--- src/shared/clpid_regs.svh ---
// Constants for the closed-loop PI speed controller.
// Assumes fixed-point feedback, setpoint and speed words.
`ifndef CLPID_REGS_SVH
`define CLPID_REGS_SVH
`define CLPID_SRC_NONE      4'h0
`define CLPID_SRC_AIN53     4'h1
`define CLPID_SRC_AIN54     4'h2
`define CLPID_SRC_PULSE29   4'h3
`define CLPID_SRC_PULSE33   4'h4
`define CLPID_SRC_BUS       4'h5
`define CLPID_FB1_SRC_RST   `CLPID_SRC_AIN54
`define CLPID_FB23_SRC_RST  `CLPID_SRC_NONE
`define CLPID_CONV_LINEAR   2'h0
`define CLPID_CONV_SQRT     2'h1
`define CLPID_CONV_P2T      2'h2
`define CLPID_SENSE_NORMAL  1'b0
`define CLPID_SENSE_INVERSE 1'b1
`define CLPID_TI_MAX_S      16'h2710
`define CLPID_TICK_US       1000
`define CLPID_CLK_MHZ       25
`define CLPID_TICK_CYC      (`CLPID_TICK_US * `CLPID_CLK_MHZ)
`endif

--- src/shared/clpid_pkg.sv ---
// Types for the closed-loop PI speed controller.
// Constants live in clpid_regs.svh.
package clpid_pkg;
  typedef enum logic [2:0] {
    CLPID_FN_SUM  = 3'h0,
    CLPID_FN_DIFF = 3'h1,
    CLPID_FN_AVG  = 3'h2,
    CLPID_FN_MIN  = 3'h3,
    CLPID_FN_MAX  = 3'h4
  } clpid_func_e;

  typedef struct packed {
    logic [3:0] src;
    logic [1:0] conv;
  } clpid_chan_s;

  typedef struct packed {
    logic        sense;
    logic [15:0] kp;
    logic [15:0] ti_s;
    logic [2:0]  func;
  } clpid_cfg_s;

  typedef enum logic [2:0] {
    CLPID_ST_IDLE  = 3'b001,
    CLPID_ST_ERR   = 3'b010,
    CLPID_ST_OUT   = 3'b100
  } clpid_state_e;
endpackage

--- src/logic/clpid_core.sv ---
// Closed-loop PI speed controller: feedback selection, conversion,
// combining, and PI action once per control tick.
// Assumes all inputs synchronous to clock; p2t table supplied outside.
`timescale 1ns/1ns
`include "clpid_regs.svh"

module clpid_core #(
  parameter int W        = 16,
  parameter int TICK_CYC = `CLPID_TICK_CYC
) (
  // Clock and reset
  input  wire logic                  clock,
  input  wire logic                  rst,
  input  wire logic                  clk_en,
  // Source inputs
  input  wire logic signed [W-1:0]   ain53,
  input  wire logic signed [W-1:0]   ain54,
  input  wire logic signed [W-1:0]   pulse29,
  input  wire logic signed [W-1:0]   pulse33,
  input  wire logic signed [W-1:0]   bus_fb,
  // Pressure-to-temperature values from refrigerant stage
  input  wire logic signed [3*W-1:0] p2t_value,
  // Configuration
  input  wire logic                  cfg_load,
  input  wire clpid_pkg::clpid_chan_s [2:0] chan_cfg,
  input  wire clpid_pkg::clpid_cfg_s cfg,
  input  wire logic signed [3*W-1:0] setpoints,
  input  wire logic [2:0]            setpoint_used,
  input  wire logic signed [W-1:0]   ext_ref,
  // Outputs
  output logic signed [W-1:0]        speed_corr,
  output logic                       speed_valid,
  output logic signed [W-1:0]        fb_value,
  output logic signed [W-1:0]        err_value,
  output logic [3:0]                 fb1_src_reg
);
  localparam int AW = 2*W + 8;
  // Largest positive output; kept as a signed int so every clamp compare stays signed
  localparam int SMAX = 2**(W-1) - 1;

  clpid_pkg::clpid_chan_s [2:0] chan_reg;
  clpid_pkg::clpid_state_e      state_reg;
  logic [31:0]                  tick_reg;
  logic signed [AW-1:0]         integ_reg;
  logic signed [AW-1:0]         frac_reg;
  logic signed [W-1:0]          conv_fb [3];
  logic [2:0]                   fb_act;

  // Channel config registers; source unit is never stored since it
  // only matters to the display.
  always_ff @(posedge clock or posedge rst) begin
    if (rst) begin
      chan_reg[0] <= '{src: `CLPID_FB1_SRC_RST, conv: `CLPID_CONV_LINEAR};
      chan_reg[1] <= '{src: `CLPID_FB23_SRC_RST, conv: `CLPID_CONV_LINEAR};
      chan_reg[2] <= '{src: `CLPID_FB23_SRC_RST, conv: `CLPID_CONV_LINEAR};
    end else if (clk_en && cfg_load) begin
      chan_reg <= chan_cfg;
    end
  end

  // Source select and conversion per channel
  for (genvar c = 0; c < 3; c++) begin : g_chan
    logic signed [W-1:0] raw;
    always_comb begin
      unique case (chan_reg[c].src)
        `CLPID_SRC_AIN53:   raw = ain53;
        `CLPID_SRC_AIN54:   raw = ain54;
        `CLPID_SRC_PULSE29: raw = pulse29;
        `CLPID_SRC_PULSE33: raw = pulse33;
        `CLPID_SRC_BUS:     raw = bus_fb;
        default:            raw = '0;
      endcase
      fb_act[c] = (chan_reg[c].src != `CLPID_SRC_NONE);
      // Converted value is in the controller unit, not the source unit
      unique case (chan_reg[c].conv)
        `CLPID_CONV_P2T: conv_fb[c] = p2t_value[c*W +: W];
        `CLPID_CONV_SQRT: conv_fb[c] = raw[W-1] ? '0 : (raw >>> 1);
        default:         conv_fb[c] = raw;
      endcase
    end
  end

  // Combining of feedbacks and setpoints
  logic signed [W+1:0] fb_sum, sp_sum, fb_comb, sp_comb;
  logic signed [W-1:0] fb_min, fb_max;
  logic [1:0]          n_fb, n_sp;
  always_comb begin
    fb_sum = '0;
    sp_sum = '0;
    n_fb   = '0;
    n_sp   = '0;
    fb_min = {1'b0, {(W-1){1'b1}}};
    fb_max = {1'b1, {(W-1){1'b0}}};
    for (int i = 0; i < 3; i++) begin
      if (fb_act[i]) begin
        fb_sum = fb_sum + (W+2)'(conv_fb[i]);
        n_fb   = n_fb + 2'h1;
        if (conv_fb[i] < fb_min) fb_min = conv_fb[i];
        if (conv_fb[i] > fb_max) fb_max = conv_fb[i];
      end
      if (setpoint_used[i]) begin
        sp_sum = sp_sum + (W+2)'($signed(setpoints[i*W +: W]));
        n_sp   = n_sp + 2'h1;
      end
    end
    sp_comb = sp_sum;
    fb_comb = fb_sum;
    unique case (clpid_pkg::clpid_func_e'(cfg.func))
      clpid_pkg::CLPID_FN_DIFF:
        fb_comb = (W+2)'(conv_fb[0]) - (W+2)'(conv_fb[1]);
      clpid_pkg::CLPID_FN_AVG: begin
        fb_comb = (n_fb == 2'h3) ? (W+2)'(fb_sum / 3) : (n_fb == 2'h2) ? fb_sum >>> 1 : fb_sum;
        sp_comb = (n_sp == 2'h3) ? (W+2)'(sp_sum / 3) : (n_sp == 2'h2) ? sp_sum >>> 1 : sp_sum;
      end
      clpid_pkg::CLPID_FN_MIN: fb_comb = (n_fb == 2'h0) ? '0 : (W+2)'(fb_min);
      clpid_pkg::CLPID_FN_MAX: fb_comb = (n_fb == 2'h0) ? '0 : (W+2)'(fb_max);
      default: ;
    endcase
    sp_comb = sp_comb + (W+2)'(ext_ref);
  end

  // Error: setpoint minus feedback, sign flipped for inverse sense
  logic signed [W+2:0] err_raw;
  logic signed [W-1:0] err_sat;
  always_comb begin
    err_raw = (W+3)'(sp_comb) - (W+3)'(fb_comb);
    if (cfg.sense == `CLPID_SENSE_INVERSE)
      err_raw = -err_raw;
    if (err_raw > (W+3)'(SMAX))
      err_sat = W'(SMAX);
    else if (err_raw < (W+3)'(-SMAX))
      err_sat = W'(-SMAX);
    else
      err_sat = err_raw[W-1:0];
  end

  // Control tick
  always_ff @(posedge clock or posedge rst) begin
    if (rst) begin
      tick_reg  <= '0;
      state_reg <= clpid_pkg::CLPID_ST_IDLE;
    end else if (clk_en) begin
      unique case (state_reg)
        clpid_pkg::CLPID_ST_IDLE:
          if (tick_reg >= 32'(TICK_CYC - 1)) begin
            tick_reg  <= '0;
            state_reg <= clpid_pkg::CLPID_ST_ERR;
          end else begin
            tick_reg  <= tick_reg + 32'h1;
          end
        clpid_pkg::CLPID_ST_ERR: begin
          tick_reg  <= tick_reg + 32'h1;
          state_reg <= clpid_pkg::CLPID_ST_OUT;
        end
        clpid_pkg::CLPID_ST_OUT: begin
          tick_reg  <= tick_reg + 32'h1;
          state_reg <= clpid_pkg::CLPID_ST_IDLE;
        end
        default: state_reg <= clpid_pkg::CLPID_ST_IDLE;
      endcase
    end
  end

  // Integrator: error accumulated in a fraction register; one whole
  // count reaches the integrator per ti_s control ticks of unit error.
  logic integ_on;
  assign integ_on = (cfg.ti_s < `CLPID_TI_MAX_S) && (cfg.ti_s != 16'h0);
  // Widened with a zero sign bit: an unsigned operand would turn the compares
  // below unsigned and make a negative error count the integrator up
  logic signed [AW-1:0] ti_ext;
  assign ti_ext = AW'($signed({1'b0, cfg.ti_s}));
  always_ff @(posedge clock or posedge rst) begin
    if (rst) begin
      integ_reg <= '0;
      frac_reg  <= '0;
      err_value <= '0;
    end else if (clk_en && state_reg == clpid_pkg::CLPID_ST_ERR) begin
      err_value <= err_sat;
      if (!integ_on) begin
        integ_reg <= '0;
        frac_reg  <= '0;
      end else if (frac_reg + AW'(err_sat) >= ti_ext) begin
        integ_reg <= integ_reg + AW'(1);
        frac_reg  <= frac_reg + AW'(err_sat) - ti_ext;
      end else if (frac_reg + AW'(err_sat) <= -ti_ext) begin
        integ_reg <= integ_reg - AW'(1);
        frac_reg  <= frac_reg + AW'(err_sat) + ti_ext;
      end else begin
        frac_reg  <= frac_reg + AW'(err_sat);
      end
    end
  end

  // Output: P term plus integrator, saturated
  logic signed [AW-1:0] pi_sum;
  assign pi_sum = AW'(err_value) * AW'($signed({1'b0, cfg.kp})) + integ_reg;
  always_ff @(posedge clock or posedge rst) begin
    if (rst) begin
      speed_corr  <= '0;
      speed_valid <= 1'b0;
      fb_value    <= '0;
      fb1_src_reg <= `CLPID_FB1_SRC_RST;
    end else if (clk_en) begin
      speed_valid <= (state_reg == clpid_pkg::CLPID_ST_OUT);
      fb1_src_reg <= chan_reg[0].src;
      if (state_reg == clpid_pkg::CLPID_ST_ERR)
        fb_value <= fb_comb[W-1:0];
      if (state_reg == clpid_pkg::CLPID_ST_OUT) begin
        if (pi_sum > AW'(SMAX))
          speed_corr <= W'(SMAX);
        else if (pi_sum < AW'(-SMAX))
          speed_corr <= W'(-SMAX);
        else
          speed_corr <= pi_sum[W-1:0];
      end
    end
  end
endmodule // clpid_core

--- config.mk ---
export PLATFORM = sky130hd
export DESIGN_NAME = clpid_core
export DESIGN_NICKNAME = d
export VERILOG_FILES = /design/src/shared/clpid_pkg.sv /design/src/logic/clpid_core.sv
export VERILOG_INCLUDE_DIRS = /design/src /design/src/shared
export SDC_FILE = /design/constraint.sdc
export NUM_CORES = 2
export LEC_CHECK = 0
export BUFFER_PORTS_ARGS = -buffer_cell sky130_fd_sc_hd__buf_2
export CORE_ASPECT_RATIO = 0.75
export CORE_UTILIZATION = 50
export DETAILED_ROUTE_END_ITERATION = 10
export PLACE_DENSITY = 0.69
export RECOVER_POWER = 100
export REMOVE_ABC_BUFFERS = 1
export SLEW_MARGIN = 20
export SYNTH_ARGS = -nofsm -noshare
export SYNTH_HDL_FRONTEND = slang
export SYNTH_SLANG_ARGS = --single-unit
--- constraint.sdc ---
create_clock -name clock -period 35.8 [get_ports clock]
set_input_delay 3.58 -clock clock [delete_from_list [all_inputs] [get_ports clock]]
set_output_delay 3.58 -clock clock [all_outputs]
set_load 0.01 [all_outputs]
; After elaboration in Yosys (flattened, before gate mapping)
; Cells that the tools add are included.
[word_totals]
ff_bits = 186
latchBits = 0
mem_bits_rw = 0
mem_bits_ro = 0
inputBits = 253
output_inout_bits = 53
wordCells = 157
n_memories = 0
[op_classes]
add_sub_neg = 20
mul = 1
div_mod_pow = 2
order_cmp = 14
eq_ne = 34
shift = 0
n_mux = 56
n_bitwise = 0
reduce_logical = 15
[op_table]
columns = cell, count
row1 = two-way mux 16 bit, 16
row2 = two-way mux 40 bit, 6
row3 = case mux 16 bit (5 select lines), 3
row4 = two-way mux 18 bit, 11
row5 = case mux 16 bit (2 select lines), 3
row6 = adder 18 x 16 -> 18 bit, 5
row7 = case mux 18 bit (4 select lines), 1
row8 = divider 32 x 3 -> 32 bit (second input constant), 2
row9 = case mux 32 bit (2 select lines), 1
row10 = two-way mux 14 bit, 3
row11 = adder 33 x 40 -> 40 bit, 1
row12 = adder 40 x 16 -> 40 bit, 1
row13 = adder 40 x 17 -> 40 bit, 1
row14 = adder 40 x 2 -> 40 bit (second input constant), 1
row15 = >= comparator 40 x 17 -> 1 bit, 1
row16 = greater-than comparator 40 x 16 -> 1 bit (second input constant), 1
row17 = <= comparator 40 bit, 1
row18 = less-than comparator 40 x 16 -> 1 bit (second input constant), 1
row19 = negation 16 -> 40 bit, 1
row20 = subtractor 40 x 17 -> 40 bit, 1
row21 = subtractor 40 x 2 -> 40 bit (second input constant), 1
row22 = two-way mux 17 bit, 2
row23 = multiplier 16 x 17 -> 33 bit, 1
row24 = adder 32 x 1 -> 32 bit (second input constant), 1
row25 = other kinds (35), 76

; Depth between registers and ports, before layout
[depth]
ltp_word = 26
depth_mapped = 142
ltp_nobuf = 133

; Least setup slack after synthesis
; OpenSTA, ideal clock, no wires.
[synth_path]
kind = input to register
start = input port setpoint_used[0]
end = register integ_reg[38]
setup_time_ps = 130
t_arrival_ps = 30007
required_time_ps = 35670
slack_ps = 5663
path_stages = 128
n_path_buf = 6
cell_sequence = clkbuf_1 nand2_1 inv_1 ha_1 a211oi_1 o211ai_1 a311o_1 xor2_1 mux2_2 ha_1 a211o_1 a2111oi_0 a211oi_1 a221oi_1 o311ai_1 nor3b_1 nand4_1 a32o_1 (+92 left out) a21oi_1 o21bai_1 a2111oi_0 nor2_1 nand4_1 a31oi_1 a41oi_1 a2111oi_0 o31ai_1 nand2b_1 a21o_1 a21oi_1 o21bai_1 a21oi_1 o21bai_1 a21oi_1 xor2_1 o21ai_0
[synth_between]
elab_chain_cells = 20
elab_cells_between_ends = 31
cone_classes = 8 x add/sub / 1 x div / 4 x order compare / 3 x eq/ne / 14 x mux / 1 x reduce/logical
[synth_lines]
columns = element, line
row1 = from (decl), clpid_core.sv:28  ; input wire logic [2:0] setpoint_used,
row2 = branches (longest 8 deep; another with divider 32 x 3 -> 32 bit), n/a
row3 = two-way mux 18 bit (*), clpid_core.sv:108  ; unique case (clpid_pkg::clpid_func_e'(cfg.func))
row4 = adder 18 x 16 -> 18 bit (*), clpid_core.sv:119  ; sp_comb = sp_comb + (W+2)'(ext_ref);
row5 = subtractor 18 x 18 -> 19 bit (*), clpid_core.sv:126  ; err_raw = (W+3)'(sp_comb) - (W+3)'(fb_comb);
row6 = negation 19 bit, clpid_core.sv:128  ; err_raw = -err_raw;
row7 = two-way mux 19 bit (*), clpid_core.sv:127  ; if (cfg.sense == `CLPID_SENSE_INVERSE)
row8 = less-than comparator 19 x 16 -> 1 bit, clpid_core.sv:131  ; else if (err_raw < (W+3)'(-SMAX))
row9 = two-way mux 16 bit, clpid_core.sv:131
row10 = two-way mux 16 bit (*), clpid_core.sv:129  ; if (err_raw > (W+3)'(SMAX))
row11 = named net err_sat[15], clpid_core.sv:124  ; logic signed [W-1:0] err_sat;
row12 = adder 40 x 16 -> 40 bit (*), "clpid_core.sv:182, clpid_core.sv:185"
row13 = >= comparator 40 x 17 -> 1 bit or <= comparator 40 bit (tied branches), "clpid_core.sv:182, clpid_core.sv:185"
row14 = inequality test 3 x 1 -> 1 bit (no line) or two-way mux 40 bit (tied branches), n/a
row15 = AND reduction 2 bit (no line) or two-way mux 40 bit (tied branches), n/a
row16 = to (signal assigned), clpid_core.sv:183  ; integ_reg <= integ_reg + AW'(1);
row17 = to (signal assigned), clpid_core.sv:186  ; integ_reg <= integ_reg - AW'(1);
row18 = to (decl), clpid_core.sv:44  ; logic signed [AW-1:0] integ_reg;
; Mark *: on every way through the listed nets, which the timed path passes.
; A chain may end at the register's enable or synchronous reset.

; Final worst setup path
[layout_path]
start = input port setpoint_used[0]
end = register integ_reg[39]
; Same word-level chain as after synthesis.

==> summary.md <==
| Metric | Value |
|---|---|
| Count of cell types in the netlist | around 110 |
| P&R area growth vs syn | 7.73% |
| Seq cells post-synth | around 190 |
| Most frequent cells after synthesis | nand2_1, inv_1, ha_1 |
| Fin crit period | ~33 ns |
| TNS Setup | 0 ns |
| Slew margin rel. | -276% |
| Clock sinks | around 190 |
| Placed inst area | between 40000 and 50000 um2 |
| Gpl congestion | 0.989 |
| Worst slack at placement | about 1.0 ns |
| Final nets | a little under 7000 |
| Fill cell count | 8126 |
| Cells after Synth | about 5600 |
| Initial antenna violation count | 4 |
| Height of the die | 254 um |
| Sequential-to-total area share from yosys stat | ~11% |
| Post-detailed-route count of antenna-violating nets | 0 |
| Drt first-iter violations | around 4700 |
| DRT Pass-1 Iters | 10 |
| GRT Total Usage | a little under a third |
| Status | finished, violations left |
| Worst path buffer plus inverter count | 11 |
| Top Ports | about 300 |
| # DRC | 0 |
| Count of pins over their slew limit | 378 |
| Synthesized cell area | approximately 42000 um2 |
| Crit-path max cell delay | just over 0.6 ns |
| Crit-path leading delay family | compound AO/OA/AOI/OAI gates |
| Hold Fails Final Rpt | 0 |
| Synth async-reset ratio | between 90% and 100% |
| Warnings, synthesis | 0 |
| Reg area | 4660 um2 |
| Design area | ~46000 um2 |
| HPWL after detailed placement | around 110 mm |
| CP required | between 30 and 40 ns |
| Arr. time, crit path | 33.56 ns |
| Worst-path clk slew | 0.07 ns |
| Most used cell, CP | o21ai_0 |
| Vias in the first global route | between 30000 and 40000 |
| Fin crit share | ~93% |
| Routed length per instance | 19.6 um |
| Worst setup margin | roughly 2.7 ns |
| Placement row count | 92 |
| Critical path's slowest cell | or4_1 |
| Worst setup SP type | primary input |
| RSZ-0062 raised after global routing | false |
| Total grt overflow | 0 |
| Critical path capture point type | flop |
| Synth Flop Type | dfrtp_1 |
| # setup viols final | 0 |
| Largest cells by area after synthesis | ha_1, fa_1, dfrtp_1 |
| Core area | approximately 84000 um2 |
| Area leader, netlist | ha_1 |
| Yosys top cell area share | roughly 14% |
| Actual slew at the worst max-slew pin | ~5.6 ns |
| Clock Latency Late Sink | approximately 0.54 ns |
| Worst Skew | between 0.02 and 0.025 ns |
| H-tree depth | 4 |
| Max_cap viols | 7 |
| Starting density of the core | 50.5% |
| WS Path Type | in -> reg |
| Pin count of the biggest net entering global routing | 121 |
| Die footprint | 86000 um2 |
| Routed WL | ~140 mm |
| Max Buffers Root-to-Sink | 2 |
| Die Span X | 338 um |
| Failing checks | capacitance limit, slew limit |
| Maximum clock rate | between 30 and 40 MHz |
| Via density | 6.21 |
| Share of layout cells above drive strength 1 | approximately 9.0% |
| Root cell of the clock tree | clkbuf_16 |
| Area of the multi-input gates | 35100 um2 |
| EDFF count, synth | 0 |
| Max FO, Critical Path | 36 |
| Class of the worst hold path | reg -> reg |
| CTS tree | done |
| IO buf count | slightly above 300 |
| First-pass GRT wire length | around 220 mm |
| Synth Area per Inst | 7.56 um2 |
| Count leader, synth | nand2_1 |
| DR vias | 43000 |
| CTS Buf Count | 17 |
-- cell families (layout without fill, tap and decap cells) --
logic type	Yosys count	count (layout)	share of synthesized area (%)
flip-flops	186	186	11.0
other	0	3	0
buffers and inverters	743	922	6.70
AO/OA/AOI/OAI	1627	1627	25.8
XOR/XNOR	326	326	6.73
adder cells (fa/ha/maj)	703	703	24.9
multiplexers	126	126	3.15
AND/OR/NAND/NOR	1897	1897	21.7
-- what timing repair did --
action | in CTS | in global routing
endpoints found under the setup margin | 0 | 12
buffers inserted | 0 | 2
resized for setup | 0 | 18
hold buffers | 0 | 0
-- path summary, 6_finish.rpt --
path / from / to / slack [ns] / cells past startpoint
hold / removal: speed_corr[4] / speed_corr[4] / 0.48 / 2
min in group asynchronous: rst / speed_corr[4] / 4.80 / 2
setup reg to reg: chan_reg[2] / integ_reg[39] / 4.82 / 128
setup / recovery: setpoint_used[0] / integ_reg[39] / 2.68 / 129
hold reg to reg: speed_corr[4] / speed_corr[4] / 0.48 / 2
max in group asynchronous: rst / fb_value[5] / 25.72 / 3
-- per-layer routing --
metal	part of all wire, %	routed length, um	global-route usage, %	up-vias
li1	-	-	-	20500
met5	0.0096	13	0	-
met1	47	63500	45.1	20500
met2	42	57100	46.1	1790
met4	1.8	2480	7.08	2
met3	9.0	12100	6.11	181
-- cell type report --
| class | count | share of cell area, % |
|---|---|---|
| multi-input combinational | 4679 | 76.8 |
| clock buffer | 17 | 0.931 |
| inverter | 506 | 4.17 |
| clock inverter | 15 | 0.392 |
| timing repair buffer | 384 | 4.44 |
| tap | 1128 | 3.09 |
| sequential | 186 | 10.2 |
| antenna | 3 | 0.0164 |
-- cell usage in the layout (no fill, tap or decap), types with 40 or more instances in the layout --
cell        n
xnor2_1   205
nor2_1    400
buf_2     256
a21oi_1   359
nor2b_1    51
a31oi_1    60
a211oi_1   63
ha_1      464
and2_1    151
dfrtp_1   183
buf_4      67
nand2b_1   73
o21bai_1   70
o21a_1     44
nand2_1   627
nor4_1     42
nor3_1    123
inv_1     500
a222oi_1   41
a21o_1    102
or3_1      47
clkbuf_1   60
mux2i_1    66
xor2_1    115
mux2_2     60
o211ai_1   48
o22ai_1    40
o21ai_0   339
nand3_1   128
and3_1     44
nand4_1    67
o31ai_1    53
a22oi_1    74
fa_1      238
-- tightest hold or removal path: stages, from the launching register on --
cell	delay [ns]
dfrtp_1	0.34
nand2_1	0.05
o21ai_0	0.06
-- per-stage QoR --
| stage | utilization (%) | cells | hold slack, ns |
|---|---|---|---|
| final | 54.4 | 6918 | 0.481 |
| after global routing | 54.4 | 6916 | 0.516 |
| after CTS | 54.4 | 6912 | 0.482 |
| after detailed placement | 53.6 | 6880 | 0.466 |
| after global placement | 53.6 | 6880 | 0.456 |
| after floorplan | - | 5371 | 0.455 |
Power is not shown: default switching activity piles up to over one toggle a cycle in this logic, so the estimate is an artifact.
